===== src/hw/phy_rx_pkg.sv =====
// Functional notes
// - nrzi decode, unstuff, deserialize into bytes
// - reset holds packet-active and byte-valid low
// - after reset hunt sync, raise packet-active
// - accept sync of 4 or more zeros then a one, no upper limit
// - load holding register, pulse byte-valid
// - unstuff in mode 00; skipped bit time
// - eop drops strobes, then hunt again
// - packet-active falls after eop and drained buffer
// - byte-valid high only when holding register full
// - full speed: byte-valid one cycle per byte
// - receiver chosen by current operating speed
// - decode terminations; mode 01 forces all off
// - both pull-down requests: pull-downs on, pull-ups off
// - hs termination only speed 00 and term 0
// - peripheral term 1, speed 0x: d+ pull-up
// - peripheral speed 10: d- pull-up only
// - only d- request: d- pull-down plus mode settings
// - speed select picks hs or fs receive timing
package phy_rx_pkg;

  // ==========================================================
  // register map (word offsets on the wishbone bus)
  localparam logic [3:0] ctrl_offset = 4'h0;
  localparam logic [3:0] status_offset = 4'h4;
  localparam logic [3:0] count_offset = 4'h8;

  // ==========================================================
  // control field positions and reset value
  localparam int speed_lsb = 0;
  localparam int term_bit = 2;
  localparam int operating_mode_sel_lsb = 3;
  localparam int dplus_pulldown_req_bit = 5;
  localparam int dminus_pulldown_req_bit = 6;
  localparam logic [6:0] ctrl_reset = 7'h61;

  // ==========================================================
  // encodings
  localparam logic [1:0] speed_hs = 2'h0;
  localparam logic [1:0] speed_ls = 2'h2;
  localparam logic [1:0] operating_mode_sel_normal = 2'h0;
  localparam logic [1:0] operating_mode_sel_tristate = 2'h1;

  // ==========================================================
  // receive timing counts
  localparam logic [2:0] stuff_ones = 3'h6;
  localparam logic [2:0] hs_eop_ones = 3'h7;
  localparam logic [4:0] sync_min_zeros = 5'h4;
  localparam logic [4:0] sync_max_zeros = 5'h1f;

  // ==========================================================
  // carriers
  typedef struct packed {
    logic dminus_pulldown_req;
    logic dplus_pulldown_req;
    logic [1:0] operating_mode_sel;
    logic termination_sel;
    logic [1:0] transceiver_speed_sel;
  } term_ctrl_s;

  typedef struct packed {
    logic hs_termination_on;
    logic dminus_pulldown_on;
    logic dplus_pulldown_on;
    logic dminus_pullup_on;
    logic dplus_pullup_on;
  } term_en_s;

  typedef enum logic [1:0] {st_hunt, st_recv, st_strip} rx_state_e;

endpackage


===== src/hw/phy_rx_term.sv =====
// The Wishbone interface to the registers and the placing of the registers are this design's own decisions.
`timescale 1ns/100ps
module phy_rx_term
  import phy_rx_pkg::*;
(
  // clock and reset
  input wire logic clock,
  input wire logic reset_n,
  // wishbone slave
  input wire logic wb_cyc_i,
  input wire logic wb_stb_i,
  input wire logic wb_we_i,
  input wire logic [3:0] wb_adr_i,
  input wire logic [3:0] wb_sel_i,
  input wire logic [31:0] wb_dat_i,
  output logic [31:0] wb_dat_o,
  output logic wb_ack_o,
  // recovered serial streams, one strobe per bit
  input wire logic hs_rx_bit,
  input wire logic hs_rx_strobe,
  input wire logic fs_rx_bit,
  input wire logic fs_rx_strobe,
  input wire logic fs_se0_pin,
  // byte interface to the link
  output logic [7:0] rx_data,
  output logic rx_packet_active,
  output logic rx_byte_valid,
  output logic rx_error_flag,
  // termination enables
  output term_en_s term_en
);

  // ==========================================================
  // registers
  // control first, then receive side, then termination and bus state
  term_ctrl_s ctrl_reg;
  rx_state_e state_reg;
  logic [1:0] se0_sync_reg;
  logic prev_level_reg;
  logic [2:0] ones_reg;
  logic [4:0] zeros_reg;
  logic [7:0] shift_reg;
  logic [2:0] bit_cnt_reg;
  logic [7:0] hold_reg;
  logic hold_full_reg;
  logic eop_seen_reg;
  logic error_reg;
  logic [15:0] byte_count_reg;
  term_en_s term_reg;
  logic ack_reg;
  logic [31:0] rdata_reg;

  // ==========================================================
  // receiver selection
  // combinational helpers, all on the one clock
  logic hs_mode;
  logic bit_in;
  logic bit_stb;
  logic decoded;
  logic normal_mode;
  logic stuffed;
  logic hs_eop;
  logic fs_stuff_err;
  logic fs_eop;
  logic take_bit;
  logic byte_done;
  logic wb_req;
  logic wb_wr;

  // speed select picks both the receiver and the timing used
  assign hs_mode = (ctrl_reg.transceiver_speed_sel == speed_hs);
  assign bit_in = hs_mode ? hs_rx_bit : fs_rx_bit;
  assign bit_stb = hs_mode ? hs_rx_strobe : fs_rx_strobe;
  assign normal_mode = (ctrl_reg.operating_mode_sel == operating_mode_sel_normal);

  // nrzi: no transition is a one, a transition is a zero
  assign decoded = (bit_in == prev_level_reg);

  // after six ones the next bit is a stuffed zero; a one there is
  // the hs eop pattern or a full-speed stuffing error
  assign stuffed = normal_mode && (ones_reg == stuff_ones) && !decoded;
  // hs eop only on a strobe: between strobes the held level decodes as a one
  assign hs_eop = hs_mode && normal_mode && bit_stb && (ones_reg == stuff_ones) &&
                  decoded;
  assign fs_stuff_err = !hs_mode && normal_mode && (ones_reg == stuff_ones) && decoded;
  assign fs_eop = !hs_mode && se0_sync_reg[1];

  // a data bit is one that is neither stuffing nor eop
  assign take_bit = (state_reg == st_recv) && bit_stb && !stuffed && !hs_eop && !fs_eop;
  assign byte_done = take_bit && (bit_cnt_reg == 3'h7);

  // ==========================================================
  // se0 comes straight from the line receiver: two flops first
  always_ff @(posedge clock) begin
    if (!reset_n) begin
      se0_sync_reg <= 2'h0;
    end else begin
      se0_sync_reg <= {se0_sync_reg[0], fs_se0_pin};
    end
  end

  // ==========================================================
  // line level and run-length tracking
  always_ff @(posedge clock) begin
    if (!reset_n) begin
      prev_level_reg <= 1'b1;
      ones_reg <= 3'h0;
      zeros_reg <= 5'h0;
    end else if (bit_stb) begin
      prev_level_reg <= bit_in;
      // ones stop at seven: enough to tell eop from stuffing
      if (!decoded) begin
        ones_reg <= 3'h0;
      end else if (ones_reg != hs_eop_ones) begin
        ones_reg <= ones_reg + 3'h1;
      end
      // saturate so a long sync is never mistaken for garbage
      if (decoded) begin
        zeros_reg <= 5'h0;
      end else if (zeros_reg != sync_max_zeros) begin
        zeros_reg <= zeros_reg + 5'h1;
      end
    end
  end

  // ==========================================================
  // receive state machine
  always_ff @(posedge clock) begin
    if (!reset_n) begin
      state_reg <= st_hunt;
    end else begin
      unique case (state_reg)
        st_hunt: begin
          // the trailing one of the sync after enough zeros
          if (bit_stb && decoded && zeros_reg >= sync_min_zeros) begin
            state_reg <= st_recv;
          end
        end
        st_recv: begin
          // either eop ends the packet; a byte already held still goes out
          if (hs_eop || fs_eop) begin
            state_reg <= st_strip;
          end
        end
        st_strip: begin
          // hs eop is gone once detected; fs waits out the se0
          // leave once the eop is on record and the last byte is out
          if (eop_seen_reg && !se0_sync_reg[1] && !hold_full_reg) begin
            state_reg <= st_hunt;
          end
        end
      endcase
    end
  end

  // ==========================================================
  // serial to parallel, lsb first
  always_ff @(posedge clock) begin
    if (!reset_n) begin
      shift_reg <= 8'h0;
      bit_cnt_reg <= 3'h0;
    end else if (state_reg != st_recv) begin
      // a partial byte left at eop is dropped here
      bit_cnt_reg <= 3'h0;
    end else if (take_bit) begin
      shift_reg <= {decoded, shift_reg[7:1]};
      bit_cnt_reg <= bit_cnt_reg + 3'h1;
    end
  end

  // ==========================================================
  // holding register: full for exactly one cycle per byte, so the
  // valid strobe is one cycle per byte time at either speed
  always_ff @(posedge clock) begin
    if (!reset_n) begin
      hold_reg <= 8'h0;
      hold_full_reg <= 1'b0;
    end else begin
      hold_full_reg <= byte_done;
      if (byte_done) begin
        hold_reg <= {decoded, shift_reg[7:1]};
      end
    end
  end

  // ==========================================================
  // packet framing
  // remembers an eop until the receiver hunts again
  always_ff @(posedge clock) begin
    if (!reset_n) begin
      eop_seen_reg <= 1'b0;
    end else if (state_reg == st_hunt) begin
      eop_seen_reg <= 1'b0;
    end else if (hs_eop || fs_eop) begin
      eop_seen_reg <= 1'b1;
    end
  end

  // error flag: stuffing violation in full speed, one cycle
  // in hs the same pattern is the eop, so it is no error there
  always_ff @(posedge clock) begin
    if (!reset_n) begin
      error_reg <= 1'b0;
    end else begin
      error_reg <= (state_reg == st_recv) && bit_stb && fs_stuff_err;
    end
  end

  // bytes handed over since reset, visible to software
  always_ff @(posedge clock) begin
    if (!reset_n) begin
      byte_count_reg <= 16'h0;
    end else if (hold_full_reg) begin
      byte_count_reg <= byte_count_reg + 16'h1;
    end
  end

  // the link takes the byte at the edge after valid rises; nothing
  // here waits for it, so the byte is assumed taken
  assign rx_data = hold_reg;
  // active drops only after eop and an empty holding register
  assign rx_packet_active = (state_reg == st_recv) ||
                            (state_reg == st_strip && hold_full_reg);
  assign rx_byte_valid = hold_full_reg && rx_packet_active;
  assign rx_error_flag = error_reg;

  // ==========================================================
  // termination decode, registered so the enables never glitch
  always_ff @(posedge clock) begin
    if (!reset_n) begin
      term_reg <= '0;
    end else if (ctrl_reg.operating_mode_sel == operating_mode_sel_tristate) begin
      term_reg <= '0;
    end else begin
      // hs termination is the same in host and device roles
      term_reg.hs_termination_on <= (ctrl_reg.transceiver_speed_sel == speed_hs) &&
                                    !ctrl_reg.termination_sel;
      // host and power-up: pull-downs win, no pull-up may fight them
      if (ctrl_reg.dplus_pulldown_req && ctrl_reg.dminus_pulldown_req) begin
        term_reg.dplus_pulldown_on <= 1'b1;
        term_reg.dminus_pulldown_on <= 1'b1;
        term_reg.dplus_pullup_on <= 1'b0;
        term_reg.dminus_pullup_on <= 1'b0;
      end else begin
        // device roles: termination_sel picks the pull-up, speed picks its line
        term_reg.dplus_pulldown_on <= ctrl_reg.dplus_pulldown_req;
        term_reg.dminus_pulldown_on <= ctrl_reg.dminus_pulldown_req;
        term_reg.dplus_pullup_on <= ctrl_reg.termination_sel &&
                                    (ctrl_reg.transceiver_speed_sel != speed_ls);
        term_reg.dminus_pullup_on <= ctrl_reg.termination_sel &&
                                     (ctrl_reg.transceiver_speed_sel == speed_ls);
      end
    end
  end

  // enables leave straight from flops
  assign term_en = term_reg;

  // ==========================================================
  // wishbone slave: one wait state, ack drops the cycle after
  // a write lands on the edge that samples ack high, so a master that
  // drops the cycle before the answer writes nothing
  assign wb_req = wb_cyc_i && wb_stb_i && !ack_reg;
  assign wb_wr = wb_cyc_i && wb_stb_i && ack_reg && wb_we_i && wb_sel_i[0];

  always_ff @(posedge clock) begin
    if (!reset_n) begin
      ack_reg <= 1'b0;
    end else begin
      ack_reg <= wb_req;
    end
  end

  // control register drives the decoder and the receiver choice
  // reset value is the power-up host setting: both pull-downs on
  always_ff @(posedge clock) begin
    if (!reset_n) begin
      ctrl_reg <= term_ctrl_s'(ctrl_reset);
    end else if (wb_wr && wb_adr_i == ctrl_offset) begin
      ctrl_reg <= term_ctrl_s'(wb_dat_i[6:0]);
    end
  end

  // read mux; unmapped words read zero and still acknowledge
  always_ff @(posedge clock) begin
    if (!reset_n) begin
      rdata_reg <= 32'h0;
    end else if (wb_req) begin
      unique case (wb_adr_i)
        ctrl_offset: rdata_reg <= {25'h0, ctrl_reg};
        // status: term_en, packet active, holding full, error pulse
        status_offset: rdata_reg <= {24'h0, error_reg, hold_full_reg, rx_packet_active,
                                     term_reg};
        count_offset: rdata_reg <= {16'h0, byte_count_reg};
        default: rdata_reg <= 32'h0;
      endcase
    end
  end

  // bus outputs leave straight from flops
  assign wb_dat_o = rdata_reg;
  assign wb_ack_o = ack_reg;

endmodule


===== config.mk =====
export PLATFORM = sky130hd
export DESIGN_NAME = phy_rx_term
export DESIGN_NICKNAME = d
export VERILOG_FILES = /design/src/hw/phy_rx_pkg.sv /design/src/hw/phy_rx_term.sv
export SDC_FILE = /design/constraint.sdc
export NUM_CORES = 1
export LEC_CHECK = 0
export BUFFER_PORTS_ARGS = -buffer_cell sky130_fd_sc_hd__buf_2
export CAP_MARGIN = 20
export CORE_MARGIN = 3
export CORE_UTILIZATION = 30
export CTS_CLUSTER_SIZE = 8
export DETAILED_ROUTE_END_ITERATION = 10
export PLACE_DENSITY = 0.52
export SLEW_MARGIN = 5
export SYNTH_ARGS = -nofsm -noshare
export SYNTH_HDL_FRONTEND = slang
export SYNTH_SLANG_ARGS = --single-unit

===== constraint.sdc =====
create_clock -name clock -period 2.7 [get_ports clock]
set_input_delay 0.27 -clock clock [delete_from_list [all_inputs] [get_ports clock]]
set_output_delay 0.27 -clock clock [all_outputs]
set_load 0.02 [all_outputs]

==> impl_metrics.json <==
{
  "cts_root_buf": "clkbuf_16",
  "min_period_ns": 2.053,
  "worstMarginPinSlew_ns": 0.8833,
  "cts_tree": "built",
  "detail-route-antenna-nets": 0,
  "fp.dieW_microns": 116.9,
  "hold_violations": 0,
  "firstDrtPassIters": 4,
  "drv_slew": 0,
  "place_ws_ns": 0.6652,
  "clock_latency_ns": 0.33,
  "status": "complete, no violations",
  "required_ns": 2.97,
  "ys_seq_area_frac": 0.4286,
  "drive_gt1_frac": 0.2053,
  "synthFlopType": "dfxtp_1",
  "cts_setup_buffers": 0,
  "track_usage": 0.1248,
  "cts-resized-gates": 0,
  "cts-buffers-inserted": 9,
  "setup_viol": 0,
  "min_from": "fs_se0_pin",
  "min_path_cells": 2,
  "cp.arrival_ns": 2.32,
  "setup_slack_ns": 0.6473,
  "rrSetupSlack_ns": 0.65,
  "yosys_warnings": 0,
  "hold_slack_ns": 0.1419,
  "viasPerCell": 4.790,
  "avgRoutedWirePerCell_microns": 14.14,
  "synthArstFlopShare": 0,
  "clk_pin_slew_ns": 0.06,
  "cts_buffer_depth": 2,
  "ys_types": 51,
  "final_common_cell": "dfxtp_1",
  "ys_ff_latch": 79,
  "finalCritPeriodShare": 0.7603,
  "diodes": 0,
  "hold_end": "se0_sync_reg[0]",
  "power.density_nw_per_um2": 617.7,
  "cts.sinks": 79,
  "syn_area_sq_um": 3690,
  "crit_type": "flop to flop",
  "cts_hold_buf": 0,
  "start_util": 0.3151,
  "antenna_found_initial": 0,
  "grt_max_degree": 39,
  "rsz0062_at_grt": "no",
  "grt_pass1_vias": 2757,
  "core_sq_um": 11710,
  "drc": 0,
  "drtIter0Drc": 122,
  "reg2reg_from": "ctrl_reg[1]",
  "ff2ff_path_depth": 5,
  "num_rows": 39,
  "cts.htree.levels": 3,
  "relSlewSlack": 0.4096,
  "p_leak_nw": 1.800,
  "cap_violations": 0,
  "grt_overflow_total": 0,
  "worst_clock_skew_ns": 0.005182,
  "hpwl_mm": 6.210,
  "syn_to_final_growth_pct": 17.46,
  "synth_edf_count": 0,
  "die-area_sq_um": 13670,
  "setup_tns_ns": 0,
  "mostFrequentLayoutCells": "dfxtp_1, buf_2, nand2_1",
  "final_net_count": 511,
  "ir_drop_mv": 0.4141,
  "port_buffers": 54,
  "synthCells": 396,
  "die_h_microns": 116.9,
  "wirelength_mm": 8.428,
  "num_vias": 2855,
  "start_kind": "flop",
  "gp_congestion": 0.7987,
  "io_pins": 99,
  "syn_avg_cell_area_sq_um": 9.318,
  "grt_pass1_wl_mm": 13.22,
  "reg2reg_to": "state_reg[0]",
  "fmax_mhz": 487.2,
  "crit_path_end_kind": "flop",
  "hold_path.class": "primary input to flop",
  "cp_max_fo": 10,
  "finish.utilization": 0.3701
}
==> Yosys cell counts, drive strengths merged, types with 2 or more instances <==
cell type,n,area [sq um]
dfxtp,79,1582
nand2,37,138.9
mux2i,23,230.2
and2,20,127.6
nor2,20,80.07
nor2b,20,125.1
buf,18,135.1
clkbuf,14,52.55
inv,14,52.55
o21ai,13,65.06
ha,12,150.1
nor3b,9,67.56
a21boi,8,60.06
a21oi,8,40.04
a22oi,8,60.06
a221oi,7,61.31
nand2b,7,43.79
nand3,7,35.03
xnor2,7,61.31
nand4,6,37.54
nor3,6,35.03
a32oi,5,43.79
and3,5,31.28
mux2,5,56.30
or3,5,31.28
xor2,5,43.79
a21o,3,22.52
a31o,3,26.28
or2,3,18.77
a31oi,2,12.51
nand4b,2,17.52
o31ai,2,20.02
or3b,2,20.02
==> cell families (layout without fill, tap and decap cells) <==
logic type / count (synthesis) / in the layout / share of synthesized area
AO/OA/AOI/OAI: 65 / 65 / 0.1278
XOR/XNOR: 12 / 12 / 0.02848
adder cells (fa/ha/maj): 12 / 12 / 0.04069
buffers and inverters: 46 / 88 / 0.06511
flip-flops: 79 / 79 / 0.4286
multiplexers: 28 / 28 / 0.07765
other: 1 / 16 / 0.001016
AND/OR/NAND/NOR: 153 / 153 / 0.2306
==> area by class of cell <==
| cell class | count | area, sq um |
|---|---|---|
| Fill cell | 1197 | 7377 |
| Tap cell | 143 | 178.9 |
| Sequential cell | 79 | 1582 |
| Clock inverter | 5 | 60.06 |
| Timing Repair Buffer | 59 | 307.8 |
| Inverter | 14 | 52.55 |
| Multi-Input combinational cell | 286 | 1924 |
| Clock buffer | 10 | 229.0 |
==> where the power goes <==
| group | internal (W) | switching [W] |
|---|---|---|
| clock network | 0.000710 | 0.000471 |
| logic | 0.000109 | 0.000182 |
| registers | 0.00119 | 0.0000147 |
| total | 0.00201 | 0.000667 |
==> how the worst max path moves through the flow <==
| stage | start | endpoint | slack (ns) | cells past startpoint |
|---|---|---|---|---|
| 6_report | ctrl_reg[1] | state_reg[0] | 0.65 | 5 |
| 5_1_grt | ctrl_reg[1] | shift_reg[4] | 0.56 | 5 |
| 4_1_cts | ctrl_reg[1] | state_reg[0] | 0.65 | 5 |
| 3_5_place_dp | ctrl_reg[1] | state_reg[0] | 0.67 | 5 |
| 3_3_place_gp | ctrl_reg[1] | state_reg[0] | 0.69 | 5 |
| 2_1_floorplan | ctrl_reg[1] | state_reg[0] | 0.79 | 6 |
==> per-stage QoR <==
stage	power [W]	instances	instance area [sq um]
floorplan	0.001457	411	3746
global placement	0.001518	581	4045
detailed placement	0.001524	581	4045
CTS	0.002713	596	4334
global route	0.002791	596	4334
finish	0.002677	596	4334
==> metal layers <==
| layer | part of all wire | routed length [microns] | vias to the layer above | track usage |
|---|---|---|---|---|
| met4 | 0.026 | 219 | 0 | 0.05122 |
| met3 | 0.048 | 403 | 16 | 0.03907 |
| met1 | 0.46 | 3908 | 1318 | 0.1516 |
| met5 | 0 | 0 | - | 0 |
| met2 | 0.46 | 3897 | 67 | 0.2052 |
| li1 | - | - | 1454 | - |
==> worst max-delay path, stage by stage (launching register included) <==
cell and delay (ns):
dfxtp_1 0.41, or3b_4 0.47, and2_4 0.18, o41a_1 0.47, a211oi_2 0.26, mux2i_1 0.20
Note: power is estimated with default switching activity, not from simulation.
